$ cat config.mk
export PLATFORM = sky130hd
export DESIGN_NAME = pcd_countdown
export DESIGN_NICKNAME = d
export VERILOG_FILES = /design/src/pcd_pkg.sv /design/src/pcd_countdown.sv
export SDC_FILE = /design/constraint.sdc
export NUM_CORES = 1
export LEC_CHECK = 0
export BUFFER_PORTS_ARGS = -buffer_cell sky130_fd_sc_hd__buf_2
export CORE_ASPECT_RATIO = 0.7
export CORE_MARGIN = 10
export CORE_UTILIZATION = 65
export DETAILED_ROUTE_END_ITERATION = 8
export HOLD_SLACK_MARGIN = 0.05
export PLACE_DENSITY = 0.88
export SLEW_MARGIN = 10
export SYNTH_ARGS = -nofsm -noshare
export SYNTH_HDL_FRONTEND = slang
export SYNTH_SLANG_ARGS = --single-unit
$ cat constraint.sdc
create_clock -name sys_clk -period 10.15 [get_ports sys_clk]
set_input_delay 1.015 -clock sys_clk [delete_from_list [all_inputs] [get_ports sys_clk]]
set_output_delay 1.015 -clock sys_clk [all_outputs]
set_load 0.01 [all_outputs]
$ cat src/pcd_pkg.sv
// constants, state and carrier types for the pedestrian countdown controller
// assumes a single 40 MHz clock and a power-on reset from the supply monitor
`default_nettype none

package pcd_pkg;

  // --------------------------------------------------------------------------
  // timing
  // --------------------------------------------------------------------------
  localparam int unsigned CLK_HZ      = 40000000;
  localparam int unsigned TICK_MS     = 1;
  localparam int unsigned MS_CYCLES   = CLK_HZ / 1000 * TICK_MS;
  localparam logic [9:0]  SEC_MS      = 10'd1000;
  localparam logic [9:0]  HALF_SEC_MS = 10'd500;
  localparam logic [10:0] STEADY_MS   = 11'd1500;
  localparam logic [10:0] HOLD_MS     = 11'd1500;
  localparam logic [10:0] PWR_LOSS_MS = 11'd1500;
  localparam logic [10:0] MS_SAT      = 11'h7FF;
  localparam logic [7:0]  BCD_MAX     = 8'h99;

  // --------------------------------------------------------------------------
  // types
  // --------------------------------------------------------------------------
  typedef enum logic [1:0] {
    PH_DARK   = 2'b00,
    PH_WALK   = 2'b01,
    PH_FLASH  = 2'b10,
    PH_STEADY = 2'b11
  } pcd_phase_e;

  typedef enum logic {
    MD_LEARN = 1'b0,
    MD_RUN   = 1'b1
  } pcd_mode_e;

  typedef struct packed {
    logic walk;
    logic stop;
  } pcd_lamps_s;

  typedef struct packed {
    logic       on;
    logic [6:0] tens;
    logic [6:0] ones;
  } pcd_disp_s;

  typedef struct packed {
    logic [2:0]  walkSync;
    logic [2:0]  stopSync;
    logic [2:0]  pwrSync;
    logic        walkF;
    logic        stopF;
    logic        pwrF;
    logic [15:0] preCnt;
    logic [10:0] stopOnMs;
    logic [10:0] stopIdleMs;
    logic [10:0] lossMs;
    pcd_phase_e  phase;
    pcd_mode_e   mode;
    logic        counting;
    logic [9:0]  subMs;
    logic [7:0]  elapsed;
    logic [7:0]  snapSec;
    logic [9:0]  snapSub;
    logic [7:0]  count;
    logic [7:0]  stored;
    logic        shortSeen;
    logic [7:0]  shortVal;
    pcd_disp_s   disp;
  } pcd_state_s;

  // idle timer starts saturated, else reset would read as a flashing stop
  localparam pcd_state_s RESET_STATE = '{phase: PH_DARK, mode: MD_LEARN, stopIdleMs: MS_SAT, default: '0};

endpackage : pcd_pkg

`default_nettype wire
$ cat src/pcd_countdown.sv
// pedestrian countdown controller: learns clearance time, drives two digits
// assumes lamp drives and supply-good arrive asynchronously from the cabinet
//
// Summary of operation
// - Only clearance countdown: load the learned time at flashing stop, count to zero, blank at steady stop.
// - After power-on learning runs with the digits dark until a cycle ends in walk or steady stop, not with both lamps dark.
// - A measured interval longer than the stored one blanks the digits and forces one silent relearn cycle; a shorter one forces it only on a repeat.
// - Back-to-back cycles with no steady stop between them are each accepted as valid cycles.
// - A walk cut short straight into flashing stop starts the countdown when flashing begins.
// - Preemption during flashing stop ends the count: the digits blank and the next walk-to-flash edge reloads it.
// - The cycle after a preemption counts from the stored value, never from the shortened one.
// - Steady stop before zero, or both lamps dark, stops timing and blanks the digits.
// - A supply loss over 1.5 s keeps the digits dark for one complete cycle.
// - The count is shown on two seven-segment digits decoded from the current value.
// - No control changes the timing; it comes only from what is learned.
`default_nettype none

module pcd_countdown #(
  parameter int unsigned MS_CYCLES = pcd_pkg::MS_CYCLES
) (
  input  wire logic               sys_clk,
  input  wire logic               sys_rst,
  input  wire logic               clkEn,
  input  wire pcd_pkg::pcd_lamps_s lamps,
  input  wire logic               pwrOk,
  output pcd_pkg::pcd_disp_s      disp
);

  // --------------------------------------------------------------------------
  // helpers
  // --------------------------------------------------------------------------
  function automatic logic [7:0] bcd_inc(input logic [7:0] x);
    if (x == pcd_pkg::BCD_MAX)
      return x;
    else if (x[3:0] == 4'h9)
      return {x[7:4] + 4'h1, 4'h0};
    else
      return {x[7:4], x[3:0] + 4'h1};
  endfunction : bcd_inc

  function automatic logic [7:0] bcd_dec(input logic [7:0] x);
    if (x == 8'h00)
      return x;
    else if (x[3:0] == 4'h0)
      return {x[7:4] - 4'h1, 4'h9};
    else
      return {x[7:4], x[3:0] - 4'h1};
  endfunction : bcd_dec

  // round half up to whole seconds
  function automatic logic [7:0] round_sec(input logic [7:0] sec, input logic [9:0] sub);
    return (sub >= pcd_pkg::HALF_SEC_MS) ? bcd_inc(sec) : sec;
  endfunction : round_sec

  function automatic logic [6:0] seg7(input logic [3:0] d);
    logic [6:0] r;
    r = 7'h00;
    unique case (d)
      4'h0: r = 7'h3F;
      4'h1: r = 7'h06;
      4'h2: r = 7'h5B;
      4'h3: r = 7'h4F;
      4'h4: r = 7'h66;
      4'h5: r = 7'h6D;
      4'h6: r = 7'h7D;
      4'h7: r = 7'h07;
      4'h8: r = 7'h7F;
      4'h9: r = 7'h6F;
      default: r = 7'h00;
    endcase
    return r;
  endfunction : seg7

  function automatic logic [10:0] sat_inc(input logic [10:0] x);
    return (x == pcd_pkg::MS_SAT) ? x : x + 11'd1;
  endfunction : sat_inc

  // --------------------------------------------------------------------------
  // state
  // --------------------------------------------------------------------------
  pcd_pkg::pcd_state_s s_r;
  pcd_pkg::pcd_state_s s_nxt;
  pcd_pkg::pcd_phase_e phaseNow;
  logic                msTick;
  logic                secTick;
  logic                flashStart;
  logic                flashEnd;
  logic [7:0]          meas;

  assign msTick = (s_r.preCnt == 16'(MS_CYCLES - 1));
  assign secTick = msTick && (s_r.subMs == pcd_pkg::SEC_MS - 10'd1) && (s_r.phase == pcd_pkg::PH_FLASH);

  // stop lit briefly or lit recently reads as flashing; both lamps lit is abnormal
  always_comb
  begin
    if (s_r.walkF && s_r.stopF)
      phaseNow = pcd_pkg::PH_DARK;
    else if (s_r.walkF)
      phaseNow = pcd_pkg::PH_WALK;
    else if (s_r.stopF && s_r.stopOnMs >= pcd_pkg::STEADY_MS)
      phaseNow = pcd_pkg::PH_STEADY;
    else if (s_r.stopF || s_r.stopIdleMs < pcd_pkg::HOLD_MS)
      phaseNow = pcd_pkg::PH_FLASH;
    else
      phaseNow = pcd_pkg::PH_DARK;
  end

  // only a walk-to-flash edge opens a cycle, so steady-to-flash flicker is ignored
  assign flashStart = (s_r.phase == pcd_pkg::PH_WALK) && (phaseNow == pcd_pkg::PH_FLASH);
  assign flashEnd = (s_r.phase == pcd_pkg::PH_FLASH) && (phaseNow != pcd_pkg::PH_FLASH);
  // steady start is detected late, so take the time of the final stop rising edge
  assign meas = (phaseNow == pcd_pkg::PH_STEADY) ? round_sec(s_r.snapSec, s_r.snapSub)
                                                 : round_sec(s_r.elapsed, s_r.subMs);

  always_comb
  begin
    s_nxt = s_r;
    // ------------------------------------------------------------------------
    // input synchronisers and filters
    // ------------------------------------------------------------------------
    s_nxt.walkSync = {s_r.walkSync[1:0], lamps.walk};
    s_nxt.stopSync = {s_r.stopSync[1:0], lamps.stop};
    s_nxt.pwrSync = {s_r.pwrSync[1:0], pwrOk};
    if (s_r.walkSync[1] == s_r.walkSync[2])
      s_nxt.walkF = s_r.walkSync[2];
    if (s_r.stopSync[1] == s_r.stopSync[2])
      s_nxt.stopF = s_r.stopSync[2];
    if (s_r.pwrSync[1] == s_r.pwrSync[2])
      s_nxt.pwrF = s_r.pwrSync[2];

    s_nxt.preCnt = msTick ? 16'h0000 : s_r.preCnt + 16'h0001;
    if (!s_r.stopF)
      s_nxt.stopOnMs = 11'h000;
    else if (msTick)
      s_nxt.stopOnMs = sat_inc(s_r.stopOnMs);
    if (s_r.stopF)
      s_nxt.stopIdleMs = 11'h000;
    else if (msTick)
      s_nxt.stopIdleMs = sat_inc(s_r.stopIdleMs);
    s_nxt.phase = phaseNow;

    // ------------------------------------------------------------------------
    // clearance timing
    // ------------------------------------------------------------------------
    if (flashStart)
    begin
      s_nxt.subMs = 10'h000;
      s_nxt.elapsed = 8'h00;
      s_nxt.snapSec = 8'h00;
      s_nxt.snapSub = 10'h000;
      s_nxt.count = s_r.stored;
      s_nxt.counting = (s_r.mode == pcd_pkg::MD_RUN) && s_r.pwrF;
    end
    else if (s_r.phase == pcd_pkg::PH_FLASH)
    begin
      if (s_nxt.stopF && !s_r.stopF)
      begin
        s_nxt.snapSec = s_r.elapsed;
        s_nxt.snapSub = s_r.subMs;
      end
      if (secTick)
      begin
        s_nxt.subMs = 10'h000;
        s_nxt.elapsed = bcd_inc(s_r.elapsed);
        s_nxt.count = bcd_dec(s_r.count);
      end
      else if (msTick)
        s_nxt.subMs = s_r.subMs + 10'h001;
      // running past the stored time means the timing grew; blank now,
      // relearn is armed at flash end so the next cycle is the silent one
      if (s_r.counting && s_r.elapsed > s_r.stored)
        s_nxt.counting = 1'b0;
    end

    if (flashEnd)
    begin
      s_nxt.counting = 1'b0;
      if (phaseNow != pcd_pkg::PH_DARK)
      begin
        if (s_r.mode == pcd_pkg::MD_LEARN)
        begin
          s_nxt.stored = meas;
          s_nxt.mode = pcd_pkg::MD_RUN;
          s_nxt.shortSeen = 1'b0;
        end
        else if (meas > s_r.stored)
          s_nxt.mode = pcd_pkg::MD_LEARN;
        else if (meas < s_r.stored)
        begin
          // a single short cycle is taken as preemption; a repeat is a real change
          if (s_r.shortSeen && meas == s_r.shortVal)
          begin
            s_nxt.mode = pcd_pkg::MD_LEARN;
            s_nxt.shortSeen = 1'b0;
          end
          else
          begin
            s_nxt.shortSeen = 1'b1;
            s_nxt.shortVal = meas;
          end
        end
        else
          s_nxt.shortSeen = 1'b0;
      end
    end
    else if (phaseNow == pcd_pkg::PH_STEADY || phaseNow == pcd_pkg::PH_DARK)
      s_nxt.counting = 1'b0;

    // ------------------------------------------------------------------------
    // supply monitor
    // ------------------------------------------------------------------------
    if (s_r.pwrF)
      s_nxt.lossMs = 11'h000;
    else
    begin
      s_nxt.counting = 1'b0;
      if (msTick)
        s_nxt.lossMs = sat_inc(s_r.lossMs);
      if (s_r.lossMs >= pcd_pkg::PWR_LOSS_MS)
        s_nxt.mode = pcd_pkg::MD_LEARN;
    end

    // ------------------------------------------------------------------------
    // display
    // ------------------------------------------------------------------------
    s_nxt.disp.on = s_nxt.counting;
    s_nxt.disp.tens = s_nxt.counting ? seg7(s_nxt.count[7:4]) : 7'h00;
    s_nxt.disp.ones = s_nxt.counting ? seg7(s_nxt.count[3:0]) : 7'h00;
  end

  always_ff @(posedge sys_clk or posedge sys_rst)
  begin
    if (sys_rst)
      s_r <= pcd_pkg::RESET_STATE;
    else if (clkEn)
      s_r <= s_nxt;
  end

  assign disp = s_r.disp;
endmodule : pcd_countdown

`default_nettype wire

==> out/summary.json, run 1 <==
{
  "grt_pass1_vias": 6576,
  "static-leakage-power_nw": 4.013,
  "synth-main-ff-cell": "sky130_fd_sc_hd__dfrtp_1",
  "post_route_cells_drive_above_1_share_pct": 13.28,
  "placedInstanceArea_sq_mm": 0.008457,
  "minimum_clock_period_ns": 5.244,
  "post-cts-setup-buffer-count": 0,
  "timing_worst_setup_path_type": "reg2reg",
  "clock_skew_ns": 0.01380,
  "cts.root.buffer_cell": "sky130_fd_sc_hd__clkbuf_16",
  "totalWireLength_mm": 19.62,
  "drtPass1Iterations": 6,
  "slew_at_the_pin_closest_to_its_max_slew_limit_ns": 1.262,
  "final-max-slew-violation-count": 0,
  "path_clk_slew_ns": 0.07,
  "yosysTopAreaCell": "sky130_fd_sc_hd__dfrtp_1",
  "tns_ns": 0,
  "die_area_sq_mm": 0.01788,
  "grt_setup_unrepaired": "false",
  "detailroute.via_count": 6736,
  "drv.max_cap_violation_count": 0,
  "cts-buffers-inserted": 17,
  "p_per_area_mw_per_mm2": 217.1,
  "wl_per_cell_microns": 18.28,
  "design.core.area_sq_mm": 0.01251,
  "yosysWarnings": 0,
  "io-pin-count": 21,
  "post-layout-total-power_mw": 1.957,
  "cts_buffer_depth": 2,
  "run_status": "finished, final reports clean",
  "relSlewSlack_pct": 15.85,
  "hp-class": "reg2reg",
  "grt_pass1_wl_mm": 32.85,
  "cts_tree": "done",
  "layout_setup_ws_ns": 4.906,
  "syn-mean-instance-area_sq_um": 9.251,
  "synth.net_count": 955,
  "setup_violations": 0,
  "critical_path.startpoint_type": "flop",
  "ant_nets": 0,
  "synth_edf_count": 0,
  "cts_htree_levels": 4,
  "io_buffer_count": 20,
  "antenna_found_initial": 0,
  "clk_latency_ns": 0.44,
  "clock_sinks": 138,
  "synth_area_leaders": "sky130_fd_sc_hd__dfrtp_1 38%, sky130_fd_sc_hd__ha_1 6.7%, sky130_fd_sc_hd__nand2_1 4.7%, sky130_fd_sc_hd__o21ai_0 3.5%, sky130_fd_sc_hd__nor2_1 3.5%",
  "yosysUniqueCellTypes": 79,
  "final.fill_count": 882,
  "ir_drop_v": 0.0001753,
  "num_rows": 34,
  "insertedDiodeCount": 0,
  "critical_path.endpoint_type": "flop",
  "critical_path_arrival_ns": 5.56,
  "cts_repair_resize_count": 0,
  "ys_async_sr_fraction_pct": 100.0,
  "drt_first_iter_violations": 832,
  "globalRouteTotalUtil_pct": 22.54,
  "finalHoldViolations": 0,
  "fin_crit_sh_pct": 51.67,
  "initial_utilization_pct": 66.87,
  "syn-cell-area_sq_mm": 0.008363,
  "die_span_y_microns": 114.9,
  "post-synth-top-area-fraction_pct": 38.00,
  "max_clock_freq_mhz": 190.7,
  "synthesis.instances": 904,
  "yosysSeqAreaShare_pct": 41.46,
  "timing.critical_path.fanout_max": 27,
  "routed_via_density": 6.278,
  "gp_congestion": 0.8903,
  "place_hpwl_mm": 13.44,
  "pin_count_of_the_biggest_net_entering_global_routing": 77,
  "grt_remaining_overflow": 0,
  "areaGrowthSynthToFinish_pct": 7.780,
  "finish.instance_area_sq_mm": 0.009014,
  "finalNetCount": 949,
  "die-width_microns": 155.6,
  "postSynthRegisterBits": 138,
  "worst_path_required_time_ns": 10.47,
  "place_worst_setup_slack_ns": 5.076,
  "drc": 0,
  "postCtsHoldBufs": 0
}
==> final timing paths <==
kind,startpoint,to,slack (ns),cells after the start
min in group asynchronous,sys_rst,s_r[87],0.68,2
max,s_r[104],s_r[15],4.91,18
max in group asynchronous,sys_rst,s_r[29],8.22,3
max reg2reg,s_r[104],s_r[15],4.91,18
min,s_r[92],s_r[92],0.47,2
min reg2reg,s_r[92],s_r[92],0.47,2
==> routing by layer <==
layer / GRT usage [%] / share of wire (%)
met2: 32.35 / 43
met5: 0 / 0
met3: 6.119 / 8.7
met1: 32.24 / 47
met4: 7.649 / 1.4
==> logic make-up after synthesis <==
logic type	count (synthesis)	share of synthesized area, %
simple gates	346	20.93
compound gates	187	15.14
flops	138	41.46
buf+inv	98	5.162
xor+xnor	55	5.760
fa+ha+maj	45	6.732
mux	35	4.818
==> worst max-delay path, stage by stage (launching register included) <==
cell	delay [ns]
sky130_fd_sc_hd__dfrtp_1	0.41
sky130_fd_sc_hd__and3_1	0.25
sky130_fd_sc_hd__o2111a_1	0.21
sky130_fd_sc_hd__o21ai_0	0.08
sky130_fd_sc_hd__nor3_1	0.14
sky130_fd_sc_hd__a21oi_1	0.12
sky130_fd_sc_hd__inv_1	0.10
sky130_fd_sc_hd__ha_1	0.79
sky130_fd_sc_hd__clkinv_1	0.51
sky130_fd_sc_hd__a2bb2oi_1	0.32
sky130_fd_sc_hd__ha_1	0.33
sky130_fd_sc_hd__nor2b_1	0.13
sky130_fd_sc_hd__o21a_1	0.16
sky130_fd_sc_hd__o21a_1	0.18
sky130_fd_sc_hd__o21bai_1	0.18
sky130_fd_sc_hd__nand3_1	0.13
sky130_fd_sc_hd__or2_2	0.36
sky130_fd_sc_hd__a41oi_4	0.37
sky130_fd_sc_hd__mux2_4	0.34
==> Yosys cell counts (3+ instances only) <==
| master | number |
|---|---|
| sky130_fd_sc_hd__nor2b_1 | 8 |
| sky130_fd_sc_hd__dfrtp_1 | 127 |
| sky130_fd_sc_hd__mux2i_1 | 8 |
| sky130_fd_sc_hd__buf_2 | 6 |
| sky130_fd_sc_hd__ha_1 | 45 |
| sky130_fd_sc_hd__a31oi_1 | 7 |
| sky130_fd_sc_hd__nand3_1 | 36 |
| sky130_fd_sc_hd__o21ai_0 | 59 |
| sky130_fd_sc_hd__o21a_1 | 6 |
| sky130_fd_sc_hd__buf_4 | 15 |
| sky130_fd_sc_hd__o31ai_1 | 13 |
| sky130_fd_sc_hd__nor2_1 | 78 |
| sky130_fd_sc_hd__or3_1 | 7 |
| sky130_fd_sc_hd__dfstp_2 | 11 |
| sky130_fd_sc_hd__nand2_1 | 105 |
| sky130_fd_sc_hd__clkbuf_1 | 24 |
| sky130_fd_sc_hd__mux2_2 | 21 |
| sky130_fd_sc_hd__nand3b_1 | 4 |
| sky130_fd_sc_hd__o2bb2ai_1 | 8 |
| sky130_fd_sc_hd__and2_1 | 4 |
| sky130_fd_sc_hd__a31o_2 | 3 |
| sky130_fd_sc_hd__o21bai_1 | 3 |
| sky130_fd_sc_hd__a22o_1 | 3 |
| sky130_fd_sc_hd__a21oi_1 | 40 |
| sky130_fd_sc_hd__xnor2_1 | 25 |
| sky130_fd_sc_hd__nand4_1 | 25 |
| sky130_fd_sc_hd__buf_1 | 5 |
| sky130_fd_sc_hd__nand2b_1 | 7 |
| sky130_fd_sc_hd__nor3b_1 | 5 |
| sky130_fd_sc_hd__mux2_4 | 5 |
| sky130_fd_sc_hd__o21ai_1 | 4 |
| sky130_fd_sc_hd__xor2_1 | 30 |
| sky130_fd_sc_hd__a21o_1 | 7 |
| sky130_fd_sc_hd__inv_1 | 47 |
| sky130_fd_sc_hd__or2_2 | 3 |
| sky130_fd_sc_hd__and3_1 | 17 |
| sky130_fd_sc_hd__o221ai_1 | 7 |
| sky130_fd_sc_hd__nor3_1 | 18 |
| sky130_fd_sc_hd__and4_1 | 10 |
==> flip-flops by register name (all words and copies together), names as in the netlist <==
name / count
s_r: 117
s_nxt: 6
disp: 15
==> cell usage in the layout (no fill, tap or decap), types with 18 or more instances in the layout <==
cell type	synthesis	routed
sky130_fd_sc_hd__a21oi_1	40	40
sky130_fd_sc_hd__buf_2	6	20
sky130_fd_sc_hd__xor2_1	30	30
sky130_fd_sc_hd__dfrtp_1	127	127
sky130_fd_sc_hd__xnor2_1	25	25
sky130_fd_sc_hd__nand4_1	25	25
sky130_fd_sc_hd__inv_1	47	46
sky130_fd_sc_hd__nor2_1	78	78
sky130_fd_sc_hd__nand3_1	36	36
sky130_fd_sc_hd__ha_1	45	45
sky130_fd_sc_hd__mux2_2	21	21
sky130_fd_sc_hd__nand2_1	105	105
sky130_fd_sc_hd__o21ai_0	59	59
sky130_fd_sc_hd__nor3_1	18	18
==> area by class of cell <==
class	instances	area (sq um)	area share (%)
Clock buffer	17	425.4	4.720
Clock inverter	15	131.4	1.458
Inverter	48	185.2	2.054
Multi-Input combinational cell	668	4464	49.53
Sequential cell	138	3467	38.46
Tap cell	162	202.7	2.249
Timing Repair Buffer	25	137.6	1.527
==> metrics by stage <==
step | util [%] | hold slack (ns) | std cells
2_1_floorplan | - | 0.4393 | 904
3_3_place_gp | 67.62 | 0.4550 | 1041
3_5_place_dp | 67.62 | 0.4632 | 1041
4_1_cts | 72.07 | 0.4741 | 1073
5_1_grt | 72.07 | 0.5052 | 1073
6_report | 72.07 | 0.4726 | 1073
==> where the power goes <==
group	leakage, nW	internal (mW)	switching [mW]
clock	0.267	0.322	0.273
combinational	1.93	0.247	0.390
sequential	1.82	0.625	0.100
total	4.01	1.19	0.763
(Power assumes the default switching activity.)
==> run 2, diff against run 1 <==
Settings changed: ABC_AREA set to 1, CORE_UTILIZATION 65 to 57, PLACE_DENSITY 0.88 to 0.83.
Clock period 10.15 ns to 4.75 ns, I/O delays scaled along.
==> run 2 against run 1 <==
Die area increased by 13%. Clock power increased by 130%. Critical path depth decreased by 6. Non-clock buffer count decreased by 1. Synthesized area increased by 1.7%. Sequential share of layout area decreased by 1.0 points. First-iteration DRC count decreased by 35%. Power increased to 2.5 times the previous value. Via count increased by 6.9%. Critical endpoint is now s_r[62].
==> out/summary.json, run 2 <==
{
  "ir_drop": {"value": 0.0003165, "unit": "V", "change": "+81%"},
  "globalRouteTotalUtil": {"value": 19.10, "unit": "%", "change": "-3.4 points"},
  "final_common_cell": "sky130_fd_sc_hd__nand2_1",
  "path_cells": "inv_1, nor3_1, a22oi_1, ha_1, nand3_1, inv_1, nor2_1, nor3_4, inv_1, nor2_2, inv_1, o31ai_1",
  "place_hpwl": {"value": 13.40, "unit": "mm", "change": "-0.30%"},
  "areaGrowthSynthToFinish_pct": 8.854,
  "clock_skew": {"value": 0.008884, "unit": "ns", "change": "-0.004916 ns"},
  "static-leakage-power": {"value": 4.557, "unit": "nW", "change": "+14%"},
  "grt_pass1_vias": {"value": 6747, "change": "+2.6%"},
  "yosysWarnings": {"value": 0, "change": "unchanged"},
  "syn-cell-area": {"value": 0.008507, "unit": "sq mm", "change": "+1.7%"},
  "die-width": {"value": 166.0, "unit": "microns", "change": "+6.7%"},
  "run_status": "finished, final reports clean",
  "finalHoldViolations": {"value": 0, "change": "unchanged"},
  "cts-buffers-inserted": {"value": 17, "change": "unchanged"},
  "grt_remaining_overflow": {"value": 0, "change": "unchanged"},
  "syn-mean-instance-area": {"value": 7.650, "unit": "sq um", "change": "-17%"},
  "postCtsHoldBufs": {"value": 0, "change": "unchanged"},
  "fin_crit_sh": {"value": 78.93, "unit": "%", "change": "+27 points"},
  "p_per_area": {"value": 534.6, "unit": "mW/mm^2", "change": "+150%"},
  "io-pin-count": {"value": 21, "change": "unchanged"},
  "yosysUniqueCellTypes": {"value": 56, "change": "-29%"},
  "critical_path_arrival": {"value": 4.09, "unit": "ns", "change": "-1.47 ns"},
  "minimum_clock_period": {"value": 3.749, "unit": "ns", "change": "-1.495 ns"},
  "insertedDiodeCount": {"value": 0, "change": "unchanged"},
  "cell_with_the_most_instances_after_synthesis": "sky130_fd_sc_hd__nand2_1",
  "final_cell_mix": "282 x sky130_fd_sc_hd__nand2_1, 134 x sky130_fd_sc_hd__inv_1, 127 x sky130_fd_sc_hd__dfrtp_1",
  "drc": {"value": 0, "change": "unchanged"},
  "relSlewSlack": {"value": 40.78, "unit": "%", "change": "+25 points"},
  "tns": {"value": 0, "unit": "ns", "change": "unchanged"},
  "post-cts-setup-buffer-count": {"value": 0, "change": "unchanged"},
  "design.core.area": {"value": 0.01468, "unit": "sq mm", "change": "+17%"},
  "final-max-slew-violation-count": {"value": 0, "change": "unchanged"},
  "antenna_found_initial": {"value": 0, "change": "unchanged"},
  "worst_path_max_delay_cell": "sky130_fd_sc_hd__dfrtp_1",
  "r2r_start": "s_r[130]",
  "initial_utilization": {"value": 57.97, "unit": "%", "change": "-8.9 points"},
  "post_route_cells_drive_above_1_share": {"value": 11.67, "unit": "%", "change": "-1.6 points"},
  "hp-class": "in2async",
  "ant_nets": {"value": 0, "change": "unchanged"},
  "post-synth-top-area-fraction": {"value": 37.36, "unit": "%", "change": "-0.64 points"},
  "cpMostUsedCell": "sky130_fd_sc_hd__inv_1",
  "synth-main-ff-cell": "sky130_fd_sc_hd__dfrtp_1",
  "wl_per_cell": {"value": 14.36, "unit": "microns", "change": "-21%"},
  "largest_register_ffs": {"value": 117, "change": "unchanged"},
  "postSynthRegisterBits": {"value": 138, "change": "unchanged"},
  "setup_violations": {"value": 0, "change": "unchanged"},
  "timing.reg2reg.worst_path_depth": {"value": 12, "change": "-6"},
  "cts_htree_levels": {"value": 4, "change": "unchanged"},
  "cts_buffer_depth": {"value": 2, "change": "unchanged"},
  "die_span_y": {"value": 122.2, "unit": "microns", "change": "+6.4%"},
  "clk_latency": {"value": 0.43, "unit": "ns", "change": "about the same"},
  "slew_at_the_pin_closest_to_its_max_slew_limit": {"value": 0.8883, "unit": "ns", "change": "-0.3740 ns"},
  "worst_r2r_dst": "s_r[62]",
  "synth_edf_count": {"value": 0, "change": "unchanged"},
  "critical_path.startpoint_type": "flop",
  "cts.root.buffer_cell": "sky130_fd_sc_hd__clkbuf_16",
  "max_incr_delay_on_cp": {"value": 0.49, "unit": "ns", "change": "-0.30 ns"},
  "grt_setup_unrepaired": "false",
  "yosysTopAreaCell": "sky130_fd_sc_hd__dfrtp_1",
  "ys_async_sr_fraction": {"value": 100.0, "unit": "%", "change": "unchanged"},
  "io_buffer_count": {"value": 20, "change": "unchanged"},
  "die_area": {"value": 0.02029, "unit": "sq mm", "change": "+13%"},
  "grt_pass1_wl": {"value": 32.53, "unit": "mm", "change": "-0.96%"},
  "timing.critical_path.fanout_max": {"value": 15, "change": "-44%"},
  "synth_common_cells": "282 x sky130_fd_sc_hd__nand2_1, 135 x sky130_fd_sc_hd__inv_1, 127 x sky130_fd_sc_hd__dfrtp_1",
  "totalWireLength": {"value": 19.05, "unit": "mm", "change": "-2.9%"},
  "cts_tree": "done",
  "synth.net_count": {"value": 1163, "change": "+22%"},
  "clock_sinks": {"value": 138, "change": "unchanged"},
  "place_worst_setup_slack": {"value": 1.096, "unit": "ns", "change": "-3.980 ns"},
  "yosysSeqAreaShare": {"value": 40.76, "unit": "%", "change": "-0.70 points"},
  "finalNetCount": {"value": 1169, "change": "+23%"},
  "path_clk_slew": {"value": 0.07, "unit": "ns", "change": "about the same"},
  "largest_register": "s_r",
  "drtPass1Iterations": {"value": 5, "change": "-1"},
  "drv.max_cap_violation_count": {"value": 0, "change": "unchanged"},
  "timing_worst_setup_path_type": "reg2reg",
  "worst_path_required_time": {"value": 5.09, "unit": "ns", "change": "-5.38 ns"},
  "cts_repair_resize_count": {"value": 0, "change": "unchanged"},
  "pin_count_of_the_biggest_net_entering_global_routing": {"value": 103, "change": "+34%"},
  "detailroute.via_count": {"value": 7204, "change": "+6.9%"},
  "critical_path.endpoint_type": "flop",
  "num_rows": {"value": 37, "change": "+8.8%"},
  "max_clock_freq": {"value": 266.7, "unit": "MHz", "change": "+40%"},
  "routed_via_density": {"value": 5.433, "change": "-13%"},
  "setup.reg_to_reg.worst_slack": {"value": 1.00, "unit": "ns", "change": "-3.90 ns"},
  "final.fill_count": {"value": 1218, "change": "+38%"},
  "gp_congestion": {"value": 0.8938, "change": "+0.39%"},
  "synth_area_leaders": "sky130_fd_sc_hd__dfrtp_1 37%, sky130_fd_sc_hd__nand2_1 12%, sky130_fd_sc_hd__ha_1 6.6%, sky130_fd_sc_hd__nand3_1 6.1%, sky130_fd_sc_hd__inv_1 6.0%",
  "hold_slack": {"value": 0.2389, "unit": "ns", "change": "-0.2337 ns"},
  "drt_first_iter_violations": {"value": 538, "change": "-35%"},
  "synthesis.instances": {"value": 1112, "change": "+23%"},
  "layout_setup_ws": {"value": 1.001, "unit": "ns", "change": "-3.905 ns"}
}
## run 2: worst max path at each step
stage / start / to / slack (ns) / depth (start not counted)
after floorplan: sys_rst / disp[0] / 0.60 / 1
final: s_r[130] / s_r[62] / 1.00 / 12
after detailed placement: s_r[95] / disp[3] / 1.10 / 17
after global routing: s_r[130] / s_r[62] / 0.55 / 12
after global placement: s_r[94] / disp[3] / 1.27 / 17
after CTS: s_r[95] / disp[3] / 1.07 / 17
## run 2: kinds of logic (layout without fill, tap and decap cells)
logic type               after synthesis  in the layout  share of synthesized area (%)
AND/OR/NAND/NOR                      555            555                          29.87
buffers and inverters                184            203                          9.148
AO/OA/AOI/OAI                        169            169                          11.44
flip-flops                           138            138                          40.76
adder cells (fa/ha/maj)               45             45                          6.619
XOR/XNOR                              21             21                          2.162
## run 2: metal layers
metal | track usage [%] | share of wire, %
met2 | 29.84 | 45
met5 | 0 | 0
met4 | 5.022 | 1.2
met1 | 26.29 | 48
met3 | 4.535 | 5.9
## run 2: cell type report
type	instances	area, sq um	share of cell area (%)
clock buffers	18	439.2	4.743
inverters	147	558.0	6.026
multi-input cells	790	4262	46.02
flip-flops and latches	138	3467	37.44
repair buffers	24	130.1	1.405
clock inverters	14	160.2	1.730
well taps	195	244.0	2.635
## run 2: worst max-delay path: cells and delay by family, from the launching register on
family / cells / cell delay [ns]
compound gates: 2 / 0.56
fa+ha+maj: 1 / 0.26
buf+inv: 4 / 1.00
flops: 1 / 0.49
simple gates: 5 / 1.35
## run 2: report_power, final
group	leakage [nW]	internal (mW)	switching, mW
logic	2.52	0.637	1.19
registers	1.75	1.46	0.311
clock network	0.286	0.798	0.558
total	4.56	2.89	2.06
## run 2: through the flow
stage	cell area, sq um	total power [mW]	cells	utilization, %
2_1_floorplan	8507	3.133	1112	-
3_3_place_gp	8661	3.485	1294	59.02
3_5_place_dp	8661	3.563	1294	59.02
4_1_cts	9260	4.946	1326	63.10
5_1_grt	9260	5.355	1326	63.10
6_report	9260	4.950	1326	63.10
==> run 3, diff against run 2 <==
Settings changed: CORE_UTILIZATION 57 to 63, PLACE_DENSITY 0.83 to 0.86.
Clock period 4.75 ns to 3.5 ns, I/O delays scaled along.
==> run 3 against run 2 <==
Combinational power increased by 43%. First-iteration DRC count increased by 19%. Clock skew increased by 0.00094 ns. Cell count increased by 0.38%. Die area decreased by 8.2%. Sequential power increased by 36%. Via count increased by 4.8%.
==> out/summary.json, run 3 (synthesis results as in run 2) <==
{
  "timing.critical_path.fanout_max": {"value": 9, "change": "-6"},
  "wl_per_cell": {"value": 15.31, "unit": "microns", "change": "+6.6%"},
  "initial_utilization": {"value": 64.54, "unit": "%", "change": "+6.6 points"},
  "cts_tree": "done",
  "worst_r2r_dst": "s_r[77]",
  "worstHoldPathCells": 3,
  "setup_violations": {"value": 0, "change": "unchanged"},
  "routed_via_density": {"value": 5.675, "change": "+4.5%"},
  "num_rows": {"value": 35, "change": "-5.4%"},
  "drtPass1Iterations": {"value": 6, "change": "+1"},
  "grt_remaining_overflow": {"value": 0, "change": "unchanged"},
  "drv.max_cap_violation_count": {"value": 0, "change": "unchanged"},
  "drc": {"value": 0, "change": "unchanged"},
  "io_buffer_count": {"value": 20, "change": "unchanged"},
  "drt_first_iter_violations": {"value": 641, "change": "+19%"},
  "grt_pass1_wl": {"value": 33.89, "unit": "mm", "change": "+4.2%"},
  "final.fill_count": {"value": 981, "change": "-19%"},
  "worst_path_max_delay_cell": "sky130_fd_sc_hd__dfstp_2",
  "ant_nets": {"value": 0, "change": "unchanged"},
  "r2r_start": "s_r[94]",
  "final-max-slew-violation-count": {"value": 0, "change": "unchanged"},
  "final_cell_mix": "280 x sky130_fd_sc_hd__nand2_1, 132 x sky130_fd_sc_hd__inv_1, 127 x sky130_fd_sc_hd__dfrtp_1",
  "fin_crit_sh": {"value": 94.59, "unit": "%", "change": "+16 points"},
  "totalWireLength": {"value": 20.38, "unit": "mm", "change": "+7.0%"},
  "critical_path.startpoint_type": "flop",
  "post-layout-total-power": {"value": 6.790, "unit": "mW", "change": "+37%"},
  "gp_congestion": {"value": 0.9227, "change": "+3.2%"},
  "cts_htree_levels": {"value": 4, "change": "unchanged"},
  "timing.reg2reg.worst_path_depth": {"value": 23, "change": "+11"},
  "finish.cell_count_without_fillers": {"value": 1331, "change": "+0.38%"},
  "post_route_cells_drive_above_1_share": {"value": 13.53, "unit": "%", "change": "+1.9 points"},
  "path_cells": "nand2_2, o21ai_1, nand3_1, nand2_2, a31oi_4, ha_4, buf_4, nand2_1, inv_1, nand2_1, nand2_2, inv_1, ha_1, a21oi_2, o21ai_0, nand2_1, o211ai_1, nor2_2, nand4_1, nand2_1, nand2_1, nand2_1, nand2_1",
  "die-width": {"value": 158.9, "unit": "microns", "change": "-4.3%"},
  "insertedDiodeCount": {"value": 0, "change": "unchanged"},
  "p_per_area": {"value": 721.5, "unit": "mW/mm^2", "change": "+35%"},
  "finish.instance_area": {"value": 0.009412, "unit": "sq mm", "change": "+1.6%"},
  "timing_worst_setup_path_type": "reg2reg",
  "run_status": "finished, final reports clean",
  "critical_path.endpoint_type": "flop",
  "setup.reg_to_reg.worst_slack": {"value": 0.19, "unit": "ns", "change": "-0.81 ns"},
  "ir_drop": {"value": 0.0003821, "unit": "V", "change": "+21%"},
  "die_area": {"value": 0.01863, "unit": "sq mm", "change": "-8.2%"},
  "detailroute.via_count": {"value": 7553, "change": "+4.8%"},
  "tns": {"value": 0, "unit": "ns", "change": "unchanged"},
  "pin_count_of_the_biggest_net_entering_global_routing": {"value": 67, "change": "-35%"},
  "fin_util": {"value": 71.40, "unit": "%", "change": "+8.3 points"},
  "largest_register_ffs": {"value": 117, "change": "unchanged"},
  "hp-class": "in2reg",
  "final_common_cell": "sky130_fd_sc_hd__nand2_1",
  "critical_path_arrival": {"value": 3.63, "unit": "ns", "change": "-0.46 ns"},
  "cpMostUsedCell": "sky130_fd_sc_hd__nand2_1",
  "design.core.area": {"value": 0.01318, "unit": "sq mm", "change": "-10%"},
  "io-pin-count": {"value": 21, "change": "unchanged"},
  "largest_register": "s_r",
  "minimum_clock_period": {"value": 3.311, "unit": "ns", "change": "-0.4388 ns"},
  "clock_sinks": {"value": 138, "change": "unchanged"},
  "globalRouteTotalUtil": {"value": 21.85, "unit": "%", "change": "+2.7 points"},
  "max_incr_delay_on_cp": {"value": 0.56, "unit": "ns", "change": "+0.07 ns"},
  "finalNetCount": {"value": 1184, "change": "+1.3%"},
  "max_clock_freq": {"value": 302.1, "unit": "MHz", "change": "+13%"},
  "cts.root.buffer_cell": "sky130_fd_sc_hd__clkbuf_16",
  "place_worst_setup_slack": {"value": 0.08638, "unit": "ns", "change": "-1.010 ns"},
  "areaGrowthSynthToFinish_pct": 10.63,
  "place.detailed.instances": {"value": 1295, "change": "+0.077%"},
  "cts-buffers-inserted": {"value": 17, "change": "unchanged"},
  "slew_at_the_pin_closest_to_its_max_slew_limit": {"value": 0.5695, "unit": "ns", "change": "-0.3188 ns"},
  "cts_buffer_depth": {"value": 2, "change": "unchanged"},
  "clock_skew": {"value": 0.009828, "unit": "ns", "change": "+0.0009445 ns"},
  "placedInstanceArea": {"value": 0.008742, "unit": "sq mm", "change": "+0.94%"},
  "hold_slack": {"value": 0.1220, "unit": "ns", "change": "-0.1168 ns"},
  "worst_path_required_time": {"value": 3.82, "unit": "ns", "change": "-1.27 ns"},
  "antenna_found_initial": {"value": 0, "change": "unchanged"},
  "place_hpwl": {"value": 13.73, "unit": "mm", "change": "+2.4%"},
  "path_clk_slew": {"value": 0.06, "unit": "ns", "change": "about the same"},
  "static-leakage-power": {"value": 4.609, "unit": "nW", "change": "+1.1%"},
  "relSlewSlack": {"value": 62.04, "unit": "%", "change": "+21 points"},
  "clk_latency": {"value": 0.43, "unit": "ns", "change": "about the same"},
  "finalHoldViolations": {"value": 0, "change": "unchanged"},
  "min_to": "s_nxt[133]",
  "die_span_y": {"value": 117.2, "unit": "microns", "change": "-4.1%"},
  "min_from": "pwrOk",
  "grt_pass1_vias": {"value": 7119, "change": "+5.5%"},
  "layout_setup_ws": {"value": 0.1895, "unit": "ns", "change": "-0.8112 ns"}
}
==> run 3: cell types whose count changed in the layout (fill, tap and decap cells not counted), sizes merged, moves of 2 or more <==
cell,before,now
clkinvlp,3,5
clkinv,5,7
inv,151,148
buf,24,37
==> run 3: what timing repair did <==
action / in CTS / in global routing
endpoints found under the setup margin: 0 / 13
hold buffers: 1 / 0
resized for setup: 0 / 15
buffers inserted: 0 / 2
endpoints found under the hold margin: 14 / 0
==> run 3: layout make-up <==
class / instances / area, sq um / share of cell area [%]
clock buffer: 18 / 439.2 / 4.666
clock inverter: 14 / 137.6 / 1.462
inverter: 147 / 559.3 / 5.943
multi-input combinational: 791 / 4327 / 45.97
sequential: 138 / 3467 / 36.84
tap: 185 / 231.5 / 2.459
timing repair buffer: 38 / 250.2 / 2.659
==> run 3: worst max-delay path, delay by kind of cell (launching register included) <==
kind,cells,cell delay (ns)
fa+ha+maj,2,0.46
compound gates,5,0.64
flops,1,0.56
buf+inv,3,0.28
simple gates,13,1.28
==> run 3: how the worst max path moves through the flow <==
stage	from	end	depth (start not counted)	slack, ns
6_report	s_r[94]	s_r[77]	23	0.19
5_1_grt	s_r[105]	s_r[77]	24	-0.06
4_1_cts	s_r[94]	s_r[18]	21	0.004
3_5_place_dp	s_r[94]	s_r[18]	21	0.09
3_3_place_gp	s_r[94]	s_r[19]	21	0.19
2_1_floorplan	s_r[94]	s_r[22]	23	0.31
==> run 3: power by group <==
group          internal [mW]  switching, mW  total (mW)
clock network           1.01          0.762        1.77
logic                  0.915           1.69        2.60
registers               1.98          0.433        2.41
==> run 3: metal layers <==
metal / part of all wire, % / track usage (%)
met1: 46 / 29.17
met2: 45 / 35.73
met3: 7.7 / 3.564
met4: 1.6 / 7.631
met5: 0 / 0
